**src/common/acc_regs.svh**
```systemverilog
// Purpose: register offsets, field positions, reset values and timing counts
// Assumes: included by bare name, definitions only
// Notes: offsets are byte addresses on the 8-bit register port
`ifndef ACC_REGS_SVH
`define ACC_REGS_SVH

// register offsets
`define ACC_REF_SEL_OFS 8'h2C
`define ACC_CTRL_OFS 8'h2D

// reference_select fields
`define ACC_EXT_BIT 7
`define ACC_BGAP_BIT 6
`define ACC_LVL_HI 5
`define ACC_LVL_LO 2
`define ACC_REF_RST 8'h00

// comparator_control_status fields
`define ACC_HYST_BIT 7
`define ACC_INV_BIT 5
`define ACC_FLAG_BIT 4
`define ACC_IE_BIT 3
`define ACC_CMP_BIT 2
`define ACC_ROUTE_BIT 1
`define ACC_PWR_BIT 0
`define ACC_CTRL_RST 8'h80

// timing: edge delay in ns, clock rate in MHz, delay in cycles (rounded down)
`define ACC_EDGE_DLY_NS 250
`define ACC_CLK_MHZ 20
`define ACC_EDGE_CYC ((`ACC_EDGE_DLY_NS * `ACC_CLK_MHZ) / 1000)

`endif

```
**src/common/acc_pkg.sv**
```systemverilog
// Purpose: types shared by the comparator control logic
// Assumes: nothing is imported, users write acc_pkg::name
// Notes: reference source codes are one-hot
package acc_pkg;

    typedef logic [7:0] acc_byte_type;

    // source driven onto the negative input
    typedef enum logic [2:0] {
        ACC_SRC_LEVEL = 3'b001,
        ACC_SRC_BGAP = 3'b010,
        ACC_SRC_EXT = 3'b100
    } acc_src_type;

endpackage

```
**src/logic/acc_top.sv**
```systemverilog
// Purpose: control and status logic around an on-chip analog comparator
// Assumes: inputs synchronous to clk_i; registers reached by a plain strobe port
// Notes: read data stand one cycle after the read strobe
`include "acc_regs.svh"

module acc_top (
    input wire logic clk_i,
    input wire logic sys_rst_i,
    input wire logic clk_en_i,
    input wire logic [7:0] addr_i,
    input wire logic [7:0] wr_data_i,
    input wire logic wr_i,
    input wire logic rd_i,
    output logic [7:0] rd_data_o,
    input wire logic cmp_raw_i,
    output logic ext_conn_o,
    output logic bgap_conn_o,
    output logic level_en_o,
    output logic [3:0] level_o,
    output logic hyst_en_o,
    output logic power_on_o,
    output logic pin_o,
    output logic pin_oe_n_o,
    output logic irq_o
);

    localparam int DLY_CYC = `ACC_EDGE_CYC;

    acc_pkg::acc_byte_type ref_q;
    acc_pkg::acc_byte_type rd_data_q;
    acc_pkg::acc_byte_type ctrl_rd;
    acc_pkg::acc_src_type src;
    logic hyst_q;
    logic inv_q;
    logic flag_q;
    logic ie_q;
    logic cmp_q;
    logic route_q;
    logic pwr_q;
    logic comp_now;
    logic [DLY_CYC:0] dly_q;
    logic rise_ev;
    logic fall_ev;
    logic edge_ev;
    logic wr_ref;
    logic wr_ctrl;
    logic rd_ctrl;
    logic ext_q;
    logic bgap_q;
    logic lvl_en_q;
    logic [3:0] lvl_q;
    logic pin_q;
    logic pin_oe_n_q;
    logic irq_q;

    // register port decode
    assign wr_ref = wr_i && (addr_i == `ACC_REF_SEL_OFS);
    assign wr_ctrl = wr_i && (addr_i == `ACC_CTRL_OFS);
    assign rd_ctrl = rd_i && (addr_i == `ACC_CTRL_OFS);

    // reference select register, reserved low bits held at zero
    always_ff @(posedge clk_i) begin
        if (sys_rst_i) begin
            ref_q <= `ACC_REF_RST;
        end else if (clk_en_i && wr_ref) begin
            ref_q <= {wr_data_i[7:2], 2'h0};
        end
    end

    // software controlled bits of the control register
    always_ff @(posedge clk_i) begin
        if (sys_rst_i) begin
            hyst_q <= 1'b1;
            inv_q <= 1'b0;
            ie_q <= 1'b0;
            route_q <= 1'b0;
            pwr_q <= 1'b0;
        end else if (clk_en_i && wr_ctrl) begin
            hyst_q <= wr_data_i[`ACC_HYST_BIT];
            inv_q <= wr_data_i[`ACC_INV_BIT];
            ie_q <= wr_data_i[`ACC_IE_BIT];
            route_q <= wr_data_i[`ACC_ROUTE_BIT];
            pwr_q <= wr_data_i[`ACC_PWR_BIT];
        end
    end

    // internal comparator signal: inverted when asked, one while powered off
    always_comb begin
        if (pwr_q) begin
            comp_now = cmp_raw_i ^ inv_q;
        end else begin
            comp_now = 1'b1;
        end
    end

    // delay line models the settling between output change and interrupt edge
    // five stages at 50 ns give the edge latency; reset fills it with the idle value
    always_ff @(posedge clk_i) begin
        if (sys_rst_i) begin
            dly_q <= '1; // matches the powered-off value, no edge after reset
        end else if (clk_en_i) begin
            dly_q <= {dly_q[DLY_CYC-1:0], comp_now};
        end
    end

    // edge seen at the end of the delay line
    assign rise_ev = dly_q[DLY_CYC-1] && !dly_q[DLY_CYC];
    assign fall_ev = !dly_q[DLY_CYC-1] && dly_q[DLY_CYC];
    assign edge_ev = inv_q ? fall_ev : rise_ev;

    // interrupt flag: set by edge, cleared by read, set wins
    // the set branch comes first so an edge in the cycle of a clearing read is kept
    always_ff @(posedge clk_i) begin
        if (sys_rst_i) begin
            flag_q <= 1'b0;
        end else if (clk_en_i) begin
            if (edge_ev) begin
                flag_q <= 1'b1;
            end else if (rd_ctrl) begin
                flag_q <= 1'b0;
            end
        end
    end

    // status bit snapshot of the comparator signal
    always_ff @(posedge clk_i) begin
        if (sys_rst_i) begin
            cmp_q <= 1'b0;
        end else if (clk_en_i) begin
            cmp_q <= comp_now;
        end
    end

    // pick the reference source by priority
    always_comb begin
        if (ref_q[`ACC_EXT_BIT]) begin
            src = acc_pkg::ACC_SRC_EXT;
        end else if (ref_q[`ACC_BGAP_BIT]) begin
            src = acc_pkg::ACC_SRC_BGAP;
        end else begin
            src = acc_pkg::ACC_SRC_LEVEL;
        end
    end

    // registered reference network controls
    always_ff @(posedge clk_i) begin
        if (sys_rst_i) begin
            ext_q <= 1'b0;
            bgap_q <= 1'b0;
            lvl_en_q <= 1'b1;
            lvl_q <= 4'h0;
        end else if (clk_en_i) begin
            lvl_q <= ref_q[`ACC_LVL_HI:`ACC_LVL_LO];
            unique case (src)
                acc_pkg::ACC_SRC_EXT: begin
                    ext_q <= 1'b1;
                    bgap_q <= 1'b0;
                    lvl_en_q <= 1'b0;
                end
                acc_pkg::ACC_SRC_BGAP: begin
                    ext_q <= 1'b0;
                    bgap_q <= 1'b1;
                    lvl_en_q <= 1'b0;
                end
                acc_pkg::ACC_SRC_LEVEL: begin
                    ext_q <= 1'b0;
                    bgap_q <= 1'b0;
                    lvl_en_q <= 1'b1;
                end
            endcase
        end
    end

    // port pin routing, enable low while driving
    // routing off parks the pin low and releases the enable
    always_ff @(posedge clk_i) begin
        if (sys_rst_i) begin
            pin_q <= 1'b0;
            pin_oe_n_q <= 1'b1;
        end else if (clk_en_i) begin
            pin_q <= route_q & comp_now;
            pin_oe_n_q <= !route_q;
        end
    end

    // interrupt request from flag and enable
    // registered so the request comes straight from a flip-flop
    always_ff @(posedge clk_i) begin
        if (sys_rst_i) begin
            irq_q <= 1'b0;
        end else if (clk_en_i) begin
            irq_q <= flag_q & ie_q;
        end
    end

    // control register as software sees it, reserved bit reads zero
    assign ctrl_rd = {hyst_q, 1'b0, inv_q, flag_q, ie_q, cmp_q, route_q, pwr_q};

    // read data, zero for unmapped offsets
    // fixed one cycle latency, the port never stalls the master
    always_ff @(posedge clk_i) begin
        if (sys_rst_i) begin
            rd_data_q <= 8'h00;
        end else if (clk_en_i) begin
            if (rd_i && addr_i == `ACC_REF_SEL_OFS) begin
                rd_data_q <= ref_q;
            end else if (rd_ctrl) begin
                rd_data_q <= ctrl_rd;
            end else begin
                rd_data_q <= 8'h00;
            end
        end
    end

    // outputs straight from flip-flops
    assign rd_data_o = rd_data_q;
    assign ext_conn_o = ext_q;
    assign bgap_conn_o = bgap_q;
    assign level_en_o = lvl_en_q;
    assign level_o = lvl_q;
    assign hyst_en_o = hyst_q;
    assign power_on_o = pwr_q;
    assign pin_o = pin_q;
    assign pin_oe_n_o = pin_oe_n_q;
    assign irq_o = irq_q;
endmodule

```
**config.mk**
```make
export PLATFORM = sky130hd
export DESIGN_NAME = acc_top
export DESIGN_NICKNAME = d
export VERILOG_FILES = /design/src/common/acc_pkg.sv /design/src/logic/acc_top.sv
export VERILOG_INCLUDE_DIRS = /design/src /design/src/common
export SDC_FILE = /design/constraint.sdc
export NUM_CORES = 1
export LEC_CHECK = 0
export BUFFER_PORTS_ARGS = -buffer_cell sky130_fd_sc_hd__buf_2
export CORE_MARGIN = 4
export CORE_UTILIZATION = 50
export CTS_CLUSTER_SIZE = 16
export DETAILED_ROUTE_END_ITERATION = 7
export GPL_ROUTABILITY_DRIVEN = 1
export PLACE_DENSITY = 0.84
export SETUP_SLACK_MARGIN = 0.1
export SYNTH_ARGS = -nofsm -noshare
export SYNTH_HDL_FRONTEND = slang
export SYNTH_SLANG_ARGS = --single-unit
```
**constraint.sdc**
```tcl
create_clock -name clk_i -period 1.29 [get_ports clk_i]
set_input_delay 0.0645 -clock clk_i [delete_from_list [all_inputs] [get_ports clk_i]]
set_output_delay 0.0645 -clock clk_i [all_outputs]
set_load 0.02 [all_outputs]
```
==> qor.yml <==
run_status:
  status: "finished, final reports clean"
sta:
  fin_crit_sh_pct: 78.1
  drv_slew: 0
  postLayoutSetupSlackWorst_ns: 0.282
  clock.fmax_mhz: 992
  grt_setup_unrepaired: "false"
  tns_ns: 0
  worst_pin_slew_ns: 0.326
  setup_viol: 0
  hold_viol: 0
  skew_ns: 0.00928
  min_period_ns: 1.01
  slew_headroom_pct: 78.3
critical_path:
  critPathKind: "reg -> reg"
  cp.arrival_ns: 1.28
  required_ns: 1.56
  path_max_fanout: 5
  rr_worst_depth: 3
  worstSetupEndpointType: "flip-flop"
  crit_chain: "xnor2_1, and3_1, nor3_1"
  slowest_stage: "dfxtp_1"
  critPathBufInv: 0
  cp_top_family: "flip-flops"
  crit_cells: 3
  slowest_delay_ns: 0.42
  critPathLaunchType: "flip-flop"
synthesis:
  ys_seq_area_share_pct: 48.3
  synth_area_sq_mm: 0.00153
  avgSynthCellArea_sq_um: 9.58
  ys_ff_latch: 37
  yosys_warnings: 0
  synth_nets: 182
  yosysUniqueCellTypes: 27
  syn_inst: 160
final_layout:
  n_antenna_cell: 0
  nNetsFinal: 233
  stdcell_count: 243
  drive_gt1_share_pct: 26.9
  syn_to_final_growth_pct: 25.8
  fillCellCount: 218
floorplan:
  core_region_area_sq_mm: 0.00285
  placementRows: 19
  initial_core_util_pct: 53.7
  die_area_sq_mm: 0.00402
  die_h_microns: 63.4
  io_pins: 42
  die_width_microns: 63.4
power:
  leakage_nw: 0.898
  irDropWorstVdd_v: 0.000879
  powerDensity_mw_per_mm2: 1110
clocking:
  root_buffer: "clkbuf_4"
  insertion_delay_ns: 0.35
  cts_num_sinks: 37
  path_clk_slew_ns: 0.11
  cts_buffers: 5
  cts_tree: "built"
  ctsLongestPathBuffers: 2
  cts_max_level: 2
  cts-resized-gates: 0
grt:
  antenna_found_initial: 0
  first_global_vias: 1269
  grt_overflow: 0
  grt_max_degree: 31
  gr-usage-all-layers_pct: 18.8
  grt_pass1_wl_mm: 5.94
placement:
  pre_cts_ws_ns: 0.0232
  dp.cells: 227
  portBuffers: 41
  dp_hpwl_mm: 2.62
  gp_congestion: 0.902
detailed_routing:
  dr.pass1.iters: 4
  wl_mm: 3.53
  ant_nets: 0
  drt_iter0_drc: 80
  drc: 0
  vias_per_cell: 5.45
  wl_per_cell_microns: 14.5
  num_vias: 1324
run:
  drv_cap: 0
min_path:
  hold_depth: 3
  hold_class: "in -> reg"
per-stage QoR:
stage / power, mW / cell area [sq um] / utilization, % / hold slack [ns]
after floorplan: 1.24 / 1530 / - / 0.203
after global placement: 1.29 / 1760 / 61.7 / 0.312
after detailed placement: 1.30 / 1760 / 61.7 / 0.328
after CTS: 2.15 / 1920 / 67.2 / 0.000338
after global routing: 2.24 / 1930 / 67.6 / 0.0127
final: 2.14 / 1930 / 67.6 / 0.0130
per-layer routing:
layer	up-vias	share of wire (%)	global-route usage (%)
li1	654	-	-
met1	626	41	22.1
met2	38	51	30.8
met3	6	6.4	7.28
met4	0	1.7	7.55
met5	-	0	0
repair_timing:
item,CTS,global route
endpoints found under the setup margin,0,0
hold endpoints to repair,8,1
hold buffers,7,1
setup buffers,0,0
sequential cells by signal (all words and copies together), names as in the netlist, 4 cells and up:
| name | count |
|---|---|
| dly_q | 6 |
| level_o | 4 |
| rd_data_o | 8 |
| ref_q | 6 |
synthesized netlist by cell type:
cell	number	area share, %
a21o_1	1	0.49
a21oi_1	9	2.9
a32o_1	1	0.65
and3_1	1	0.41
and4_4	1	0.73
and4bb_1	2	1.6
buf_1	2	0.49
buf_2	2	0.65
buf_4	1	0.49
buf_6	2	1.5
clkbuf_1	4	0.98
clkinv_1	1	0.24
dfxtp_1	37	48
mux2_1	5	3.7
mux2i_1	21	14
nand2_1	28	6.9
nand2b_1	10	4.1
nand3_1	1	0.33
nand3b_1	2	0.98
nand4_1	7	2.9
nand4b_4	1	1.6
nor2_1	10	2.4
nor2b_1	2	0.82
nor3_1	1	0.33
o21ai_0	4	1.3
o21ai_1	3	0.98
xnor2_1	1	0.57
cell type report:
type,instances,area (sq um),share of cell area (%)
inverter,1,3.75,0.195
multi-input combinational,111,726,37.6
timing repair buffer,55,330,17.1
sequential,37,741,38.4
clock inverter,2,37.5,1.95
clock buffer,6,51.3,2.66
tap,31,38.8,2.01
cell families after synthesis:
family          Yosys count  share of synthesized area [%]
mux                      26                           17.4
buf+inv                  12                           4.33
xor+xnor                  1                          0.572
compound gates           18                           6.37
flops                    37                           48.3
simple gates             66                           23.0
where the power goes:
| part | total (mW) | switching, mW | internal [mW] |
|---|---|---|---|
| clock | 0.844 | 0.383 | 0.460 |
| combinational | 0.147 | 0.0738 | 0.0727 |
| sequential | 1.15 | 0.00157 | 1.14 |
| total | 2.14 | 0.459 | 1.68 |
tightest hold or removal path, stage by stage:
cell	delay (ns)
buf_2	0.10
nand2_1	0.08
mux2i_1	0.07
worst paths after layout:
kind	from	to	slack (ns)
hold reg to reg	rd_data_o[6]$_SDFFE_PP0P_	rd_data_o[6]$_SDFFE_PP0P_	0.47
hold / removal	wr_data_i[5]	ref_q[5]$_SDFFE_PP0P_	0.01
setup reg to reg	inv_q$_SDFFE_PP0P_	cmp_q$_SDFFE_PP0P_	0.28
setup / recovery	inv_q$_SDFFE_PP0P_	cmp_q$_SDFFE_PP0P_	0.28
cell usage in the layout, fill, tap and decap left out, types with 2 or more instances in the layout:
cell type and n:
a21oi_1 9, and4bb_1 2, buf_2 41, buf_4 6, clkbuf_4 5, dfxtp_1 37, dlygate4sd3_1 8, mux2_1 5
mux2i_1 21, nand2_1 28, nand2b_1 10, nand3b_1 2, nand4_1 7, nor2_1 10, nor2b_1 2, o21ai_0 4
o21ai_1 3
(Power assumes the default switching activity.)
